==> src/verilog/hbsc_pkg.sv <==
/*
 * Shared constants and the state type of the half-bridge serial control port.
 * Assumes a 50 MHz system clock well above the serial clock of the far side.
 */
package hbsc_pkg;

    // ********************************************************************
    // Word layout
    // ********************************************************************
    localparam int        CMD_W        = 16;
    localparam int        NSW          = 6;
    localparam int        CMD_CLR      = 0;
    localparam int        CMD_SW_LSB   = 1;
    localparam int        CMD_PWM_LSB  = 7;
    localparam int        CMD_OLD_N    = 13;
    localparam int        CMD_OCS      = 14;
    localparam int        CMD_RUN      = 15;
    localparam int        ST_TP        = 0;
    localparam int        ST_SW_LSB    = 1;
    localparam int        ST_OVL       = 13;
    localparam int        ST_INH       = 14;
    localparam int        ST_PSF       = 15;
    localparam logic [5:0]  ST_UNUSED  = 6'h00;
    localparam logic [15:0] CMD_RESET  = 16'hE000;

    // ********************************************************************
    // Frame counting
    // ********************************************************************
    localparam logic [4:0] CNT_ZERO    = 5'h00;
    localparam logic [4:0] CNT_ONE     = 5'h01;
    localparam logic [4:0] FRAME_BITS  = 5'h10;
    localparam logic [4:0] CNT_MAX     = 5'h11;

    // ********************************************************************
    // Synchroniser lanes
    // ********************************************************************
    localparam int         SY_CS       = 0;
    localparam int         SY_CLK      = 1;
    localparam int         SY_DIN      = 2;
    localparam int         SY_PWM      = 3;
    localparam int         SY_TP       = 4;
    localparam int         SY_UV       = 5;
    localparam int         SY_SC       = 6;
    localparam int         SY_OT       = 12;
    localparam int         SY_OL       = 18;
    localparam int         SY_W        = 24;
    localparam logic [23:0] SY_RESET   = 24'h000001;

    // ********************************************************************
    // Port state
    // ********************************************************************
    typedef struct packed {
        logic [15:0] cmd;
        logic [15:0] shin;
        logic [15:0] shout;
        logic [4:0]  cnt;
        logic        active;
        logic [5:0]  trip;
        logic        overload_flag;
        logic        supply_fail_flag;
        logic        dout;
        logic        doe;
        logic [5:0]  gate;
        logic        ol_en;
        logic        oc_en;
        logic        standby;
    } hbsc_state_t;

endpackage : hbsc_pkg

==> src/verilog/hbsc_sync_if.sv <==
/*
 * Carries synchronised input levels and their edge pulses.
 * Assumes all lanes are sampled on one system clock.
 */
`timescale 1ns/1ps
interface hbsc_sync_if #(parameter int W = hbsc_pkg::SY_W);
    logic [W-1:0] level;
    logic [W-1:0] rise;
    logic [W-1:0] fall;
    modport src (output level, output rise, output fall);
    modport dst (input level, input rise, input fall);
endinterface : hbsc_sync_if

==> src/verilog/hbsc_sync.sv <==
/*
 * Two-stage synchroniser bank with edge detection on the settled stage.
 * Assumes inputs are asynchronous to clk and change slower than clk.
 */
`timescale 1ns/1ps
module hbsc_sync (
    // Clock and reset
    input  wire logic                      clk,
    input  wire logic                      rst_n,
    // Raw pins
    input  wire logic [hbsc_pkg::SY_W-1:0] async_in,
    // Synchronised result
    hbsc_sync_if.src                       sy
);

    typedef struct packed {
        logic [hbsc_pkg::SY_W-1:0] meta;
        logic [hbsc_pkg::SY_W-1:0] stable;
        logic [hbsc_pkg::SY_W-1:0] prev;
    } hbsc_sync_state_t;

    hbsc_sync_state_t q;
    hbsc_sync_state_t d;

    // ********************************************************************
    // Next state
    // ********************************************************************
    always_comb begin
        d        = q;
        d.meta   = async_in;
        d.stable = q.meta;
        d.prev   = q.stable;
    end

    always_ff @(posedge clk) begin
        if (!rst_n) begin
            q.meta   <= hbsc_pkg::SY_RESET;
            q.stable <= hbsc_pkg::SY_RESET;
            q.prev   <= hbsc_pkg::SY_RESET;
        end else begin
            q <= d;
        end
    end

    // ********************************************************************
    // Edges per lane
    // ********************************************************************
    for (genvar i = 0; i < hbsc_pkg::SY_W; i++) begin : g_lane
        assign sy.level[i] = q.stable[i];
        assign sy.rise[i]  = q.stable[i] & ~q.prev[i];
        assign sy.fall[i]  = ~q.stable[i] & q.prev[i];
    end

endmodule : hbsc_sync

==> src/verilog/hbsc_port.sv <==
/*
 * Serial control and status port of a triple half-bridge driver.
 * Takes a 16-bit command frame, returns a 16-bit status frame and
 * drives the six switch gates. Assumes every pin is asynchronous to
 * clk and that the serial clock stays well below a quarter of clk.
 */
`timescale 1ns/1ps

// Summary of operation
// - Frame starts on chip select falling
// - Data in sampled on serial clock fall
// - Command shifted in LSB first
// - Command applied only at chip select rise
// - Data out tri-stated while deselected
// - Data out changes on serial clock rise
// - Status shifted out LSB first
// - Clear bit resets supply-fail and overload
// - Bits 1-6 switch low/high sides on
// - Bits 7-12 gate switches with PWM
// - Bit 13 low enables open-load detection
// - Bit 14 high enables overcurrent shutdown
// - Bit 15 low is standby; serial works
// - Status bit 0 shows thermal prewarning
// - Status 1-6 show switch or open load
// - Status 13 set on fault switch-off
// - Status 14 is inverted run bit
// - Status 15 set on supply undervoltage
// - Reset loads command 0xE000
// - Frame carries sixteen command bits
// - Early abort leaves registers untouched
module hbsc_port (
    // Clock and reset
    input  wire logic       clk,
    input  wire logic       rst_n,
    // Serial link pins
    input  wire logic       cs_n,
    input  wire logic       sclk,
    input  wire logic       serial_in,
    output logic            serial_out,
    output logic            serial_out_oe,
    // PWM pin
    input  wire logic       pwm_in,
    // Analog detector levels
    input  wire logic       thermal_prewarn,
    input  wire logic       supply_undervolt,
    input  wire logic [5:0] short_circuit,
    input  wire logic [5:0] over_temp,
    input  wire logic [5:0] open_load,
    // Power stage controls
    output logic [5:0]      switch_drive,
    output logic            open_load_current_en,
    output logic            overcurrent_en,
    output logic            standby
);

    // ********************************************************************
    // Input synchronisation
    // ********************************************************************
    logic [hbsc_pkg::SY_W-1:0] raw_in;

    hbsc_sync_if #(.W(hbsc_pkg::SY_W)) sy ();

    assign raw_in[hbsc_pkg::SY_CS]           = cs_n;
    assign raw_in[hbsc_pkg::SY_CLK]          = sclk;
    assign raw_in[hbsc_pkg::SY_DIN]          = serial_in;
    assign raw_in[hbsc_pkg::SY_PWM]          = pwm_in;
    assign raw_in[hbsc_pkg::SY_TP]           = thermal_prewarn;
    assign raw_in[hbsc_pkg::SY_UV]           = supply_undervolt;
    assign raw_in[hbsc_pkg::SY_SC +: hbsc_pkg::NSW] = short_circuit;
    assign raw_in[hbsc_pkg::SY_OT +: hbsc_pkg::NSW] = over_temp;
    assign raw_in[hbsc_pkg::SY_OL +: hbsc_pkg::NSW] = open_load;

    hbsc_sync u_sync (
        .clk      (clk),
        .rst_n    (rst_n),
        .async_in (raw_in),
        .sy       (sy)
    );

    // ********************************************************************
    // Settled levels and edges
    // ********************************************************************
    logic       cs_fall;
    logic       cs_rise;
    logic       clk_fall;
    logic       clk_rise;
    logic       din;
    logic       pwm_lvl;
    logic       tp_lvl;
    logic       uv_lvl;
    logic [5:0] sc_lvl;
    logic [5:0] ot_lvl;
    logic [5:0] ol_lvl;

    assign cs_fall  = sy.fall[hbsc_pkg::SY_CS];
    assign cs_rise  = sy.rise[hbsc_pkg::SY_CS];
    assign clk_fall = sy.fall[hbsc_pkg::SY_CLK];
    assign clk_rise = sy.rise[hbsc_pkg::SY_CLK];
    assign din      = sy.level[hbsc_pkg::SY_DIN];
    assign pwm_lvl  = sy.level[hbsc_pkg::SY_PWM];
    assign tp_lvl   = sy.level[hbsc_pkg::SY_TP];
    assign uv_lvl   = sy.level[hbsc_pkg::SY_UV];
    assign sc_lvl   = sy.level[hbsc_pkg::SY_SC +: hbsc_pkg::NSW];
    assign ot_lvl   = sy.level[hbsc_pkg::SY_OT +: hbsc_pkg::NSW];
    assign ol_lvl   = sy.level[hbsc_pkg::SY_OL +: hbsc_pkg::NSW];

    // ********************************************************************
    // State
    // ********************************************************************
    hbsc_pkg::hbsc_state_t q;
    hbsc_pkg::hbsc_state_t d;

    // ********************************************************************
    // Command decode
    // ********************************************************************
    logic        run_mode;
    logic        ol_enable;
    logic        oc_enable;
    logic        frame_ok;
    logic        any_event;
    logic [5:0]  fault_evt;
    logic [5:0]  sw_eff;
    logic [5:0]  sw_stat;
    logic [5:0]  sw_drive;
    logic [15:0] status_word;

    assign run_mode  = q.cmd[hbsc_pkg::CMD_RUN];
    assign ol_enable = ~q.cmd[hbsc_pkg::CMD_OLD_N];
    assign oc_enable = q.cmd[hbsc_pkg::CMD_OCS];
    assign frame_ok  = q.active && (q.cnt == hbsc_pkg::FRAME_BITS);
    assign any_event = |fault_evt;

    // ********************************************************************
    // Per-switch logic
    // ********************************************************************
    for (genvar i = 0; i < hbsc_pkg::NSW; i++) begin : g_sw
        logic sw_cmd;
        logic pwm_sel;

        assign sw_cmd  = q.cmd[hbsc_pkg::CMD_SW_LSB + i];
        assign pwm_sel = q.cmd[hbsc_pkg::CMD_PWM_LSB + i];

        // Shutdown events latch per switch
        assign fault_evt[i] = ot_lvl[i] | (sc_lvl[i] & oc_enable);

        // Switch is on unless standby, undervoltage or tripped
        assign sw_eff[i] = sw_cmd & run_mode & ~uv_lvl & ~q.trip[i];

        // Open load reported only for switches that are off
        assign sw_stat[i] = (ol_enable & ~sw_eff[i]) ? ol_lvl[i] : sw_eff[i];

        // PWM gating masks the static enable
        assign sw_drive[i] = sw_eff[i] & (~pwm_sel | pwm_lvl);
    end

    // ********************************************************************
    // Status word
    // ********************************************************************
    assign status_word = {
        q.supply_fail_flag,
        ~run_mode,
        q.overload_flag,
        hbsc_pkg::ST_UNUSED,
        sw_stat,
        tp_lvl
    };

    // ********************************************************************
    // Next state
    // ********************************************************************
    always_comb begin
        d = q;

        // Sticky flags, set takes precedence over any clear
        d.trip = q.trip | fault_evt;
        d.overload_flag  = q.overload_flag | any_event;
        d.supply_fail_flag  = q.supply_fail_flag | uv_lvl;

        if (cs_fall) begin
            // Open frame and present prewarning bit at once
            d.active = 1'b1;
            d.cnt    = hbsc_pkg::CNT_ZERO;
            d.shout  = status_word;
            d.dout   = status_word[hbsc_pkg::ST_TP];
            d.doe    = 1'b1;
        end else if (cs_rise) begin
            // Close frame, release data out
            d.active = 1'b0;
            d.doe    = 1'b0;
            d.dout   = 1'b0;
            if (frame_ok) begin
                d.cmd = q.shin;
                if (q.shin[hbsc_pkg::CMD_CLR]) begin
                    d.trip = fault_evt;
                    d.overload_flag  = any_event;
                    d.supply_fail_flag  = uv_lvl;
                end
            end
            // Short or long frames change nothing
        end else if (q.active) begin
            if (clk_fall) begin
                // Bit 0 enters first and ends at the bottom
                d.shin = {din, q.shin[hbsc_pkg::CMD_W-1:1]};
                if (q.cnt != hbsc_pkg::CNT_MAX) begin
                    d.cnt = q.cnt + hbsc_pkg::CNT_ONE;
                end
            end
            if (clk_rise && (q.cnt != hbsc_pkg::CNT_ZERO)) begin
                // Next status bit after each sampled input bit
                d.shout = q.shout >> 1;
                d.dout  = q.shout[1];
            end
        end

        // Registered power stage controls
        d.gate    = sw_drive;
        d.ol_en   = ol_enable;
        d.oc_en   = oc_enable;
        d.standby = ~run_mode;
    end

    // ********************************************************************
    // Registers
    // ********************************************************************
    always_ff @(posedge clk) begin
        if (!rst_n) begin
            q         <= '0;
            q.cmd     <= hbsc_pkg::CMD_RESET;
            q.ol_en   <= 1'b0;
            q.oc_en   <= 1'b1;
            q.standby <= 1'b0;
        end else begin
            q <= d;
        end
    end

    // ********************************************************************
    // Outputs
    // ********************************************************************
    assign serial_out           = q.dout;
    assign serial_out_oe        = q.doe;
    assign switch_drive         = q.gate;
    assign open_load_current_en = q.ol_en;
    assign overcurrent_en       = q.oc_en;
    assign standby              = q.standby;

endmodule : hbsc_port

==> config.mk <==
export PLATFORM = sky130hd
export DESIGN_NAME = hbsc_port
export DESIGN_NICKNAME = d
export VERILOG_FILES = /design/src/verilog/hbsc_pkg.sv /design/src/verilog/hbsc_sync_if.sv /design/src/verilog/hbsc_sync.sv /design/src/verilog/hbsc_port.sv
export SDC_FILE = /design/constraint.sdc
export NUM_CORES = 1
export LEC_CHECK = 0
export ABC_AREA = 1
export BUFFER_PORTS_ARGS = -buffer_cell sky130_fd_sc_hd__buf_2
export CAP_MARGIN = 15
export CORE_UTILIZATION = 30
export DETAILED_ROUTE_END_ITERATION = 12
export GPL_ROUTABILITY_DRIVEN = 0
export PLACE_DENSITY_LB_ADDON = 0.05
export SYNTH_ARGS = -nofsm -noshare
export SYNTH_HDL_FRONTEND = slang
export SYNTH_HIERARCHICAL = 1
export SYNTH_SLANG_ARGS = --single-unit
export TNS_END_PERCENT = 50
==> constraint.sdc <==
create_clock -name clk -period 1.9 [get_ports clk]
set_clock_uncertainty 0.2 [all_clocks]
set_input_delay 0.095 -clock clk [delete_from_list [all_inputs] [get_ports clk]]
set_output_delay 0.095 -clock clk [all_outputs]
set_load 0.02 [all_outputs]
==> metrics.csv <==
metric;value;unit
finalHoldViolCount;0;
post_synth.cell_area_avg;8.078;µm²
port-buffer-count;36;
power.share.switching;21.80;%
place.detailed.hpwl;6.090;mm
first_global_vias;3007;
criticalPathCategory;reg2reg;
power_report.internal_total;4.463;mW
area_growth;21.43;%
power.leakage;2.615;nW
fill_cells;1536;
clkSlewWorstSetupHoldPaths;0.05;ns
rrSetupSlack;0.12;ns
detailedRoute.firstPassIterationCount;4;
critical_path.startpoint_type;flop;
share_comb_of_total_power;4.5;%
detail_route.vias_per_cell;4.045;
ant_nets;0;
irDropWorstVdd;0.5561;mV
fp.dieH;124.2;µm
via_count;3220;
cts_buffers;17;
hold_depth;4;
max_slew.worst_pin.slew;0.4208;ns
pin_count;37;
report.final.slew_viol_count;0;
final_layout_size_suffix_gt1_share;14.54;%
ys_warn_count;6;
worst_hold_startpoint;over_temp[1];
fmaxAchievable;0.5614;GHz
worst_setup_path_end_kind;flop;
fin_nets;628;
mappedNetlistArea;0.004483;mm²
cts.sink_count;120;
synthesis.nets;584;
cts.htree.levels;4;
initial_utilization;30.85;%
dr.first_iter.drc_count;218;
gr-usage-all-layers;12.62;%
rsz_0062_raised_after_global_routing;true;
share_clk_of_total_power;49.6;%
regToRegEndpoint;q[11]$_SDFF_PN0_;
clock_latency;0.40;ns
global_route_wire_length_before_repair;15.23;mm
cts_root_buf;clkbuf_16;
fin_crit;1.781;ns
grt_start_max_net_pins;93;
critical_path_peak_fanout;14;
power_density;1048;mW/mm²
share_seq_of_total_power;45.9;%
setup-tns-final;0;ns
setup_viol;0;
final.period_utilization;93.75;%
number_of_antenna_violations_at_the_first_check_in_global_routing;0;
die_w;124.2;µm
worst_hold_path_class;in2reg;
synth_cells;555;
global_route.overflow_total;0;
max_cap_violations;0;
reg2reg_from;q[20]$_SDFFE_PP0P_;
layout_commonest_cell;dfxtp_1;
post-route-drc-count;0;
run_status;complete, no violations;
timing.slew.headroom;71.84;%
route.final.wire_length;9.106;mm
net_switching_power;1.244;mW
avgRoutedWirePerCell;11.44;µm
hold_worst_path_end;u_sync/d[37]$_SDFF_PN0_;
cts_tree;done;
design_power_total;5.707;mW
n_antenna_cell;0;
row_count;44;
die_area;0.01544;mm²
critical_path_arrival;1.87;ns
layout.cells.most_common_list;120 x dfxtp_1, 96 x nand2_1, 86 x inv_1, 73 x nor2_1, 49 x o21ai_0;
clk_path_buf_depth;2;
required_time_at_the_worst_slack_endpoint;1.99;ns
worstRegToRegCells;8;
area_of_the_placeable_core;0.01453;mm²
[layer usage]
layer / GRT usage [%] / part of all wire, % / up-vias
met1: 16.66 / 52 / 1380
met4: 4.890 / 1.2 / 0
met2: 18.82 / 43 / 64
met3: 4.310 / 4.2 / 7
met5: 0 / 0 / -
li1: - / - / 1769
[per-stage QoR]
step / worst slack (ns) / cells / cell area [µm²] / hold WS [ns] / utilization [%]
after floorplan: 0.3003 / 555 / 4483 / -0.02018 / -
after global placement: 0.1074 / 735 / 4601 / 0.07546 / 31.65
after detailed placement: 0.06887 / 735 / 4601 / 0.07820 / 31.65
after CTS: 0.04403 / 793 / 5390 / 0.1767 / 37.09
after global routing: -0.02104 / 796 / 5444 / 0.2052 / 37.46
final: 0.1187 / 796 / 5444 / 0.1977 / 37.46
[power by group through the flow]
| stage | combinational [mW] | clock [mW] | sequential (mW) |
|---|---|---|---|
| floorplan | 0.177 | 0 | 2.67 |
| global placement | 0.216 | 0 | 2.67 |
| detailed placement | 0.216 | 0 | 2.67 |
| CTS | 0.256 | 2.91 | 2.62 |
| global route | 0.292 | 3.04 | 2.63 |
| finish | 0.254 | 2.83 | 2.62 |
[repair_timing]
item	4_1_cts	5_1_grt
hold buffers	26	0
buffers inserted	0	3
endpoints found under the hold margin	35	0
setup endpoints to repair	0	17
gates resized for setup	0	4
[how the worst max path moves through the flow]
stage | end | cells past startpoint | slack (ns) | startpoint
global placement | q[29]$_SDFFE_PN0P_ | 9 | 0.11 | u_sync/sy.level[0]$_SDFF_PN1_
CTS | q[29]$_SDFFE_PN0P_ | 9 | 0.04 | u_sync/sy.level[0]$_SDFF_PN1_
global route | q[11]$_SDFF_PN0_ | 8 | -0.02 | q[20]$_SDFFE_PP0P_
detailed placement | q[29]$_SDFFE_PN0P_ | 9 | 0.07 | u_sync/sy.level[0]$_SDFF_PN1_
floorplan | q[70]$_SDFFE_PN1P_ | 10 | 0.30 | u_sync/q[0]$_SDFF_PN1_
finish | q[11]$_SDFF_PN0_ | 8 | 0.12 | q[20]$_SDFFE_PP0P_
[sequential cells by signal (all words and copies together), names as in the netlist]
register,count
u_sync/q,2
u_sync/d,24
standby,1
q,47
serial_out,1
g_sw.pwm_sel,6
overcurrent_en,1
switch_drive,6
open_load_current_en,1
g_sw.sw_cmd,6
d,1
u_sync/sy.level,24
[worst max-delay path, stage by stage, from the launching register on]
cell and delay (ns):
dfxtp_1 0.34, inv_1 0.10, ha_1 0.21, nor3b_4 0.23, nand2_4 0.15, inv_4 0.16
nand2_4 0.09, a21oi_1 0.13, nor2_1 0.04
[cell type report]
cell class                 count  area, µm²  share of cell area [%]
clock inverter                 8      47.55                  0.8734
clock buffer                  24      481.7                   8.849
multi-input combinational    299       1406                   25.83
sequential                   120       2402                   44.13
tap                          184      230.2                   4.229
inverter                      90      342.8                   6.297
timing repair buffer          71      533.0                   9.791
Power figures use the tool's default switching activity.
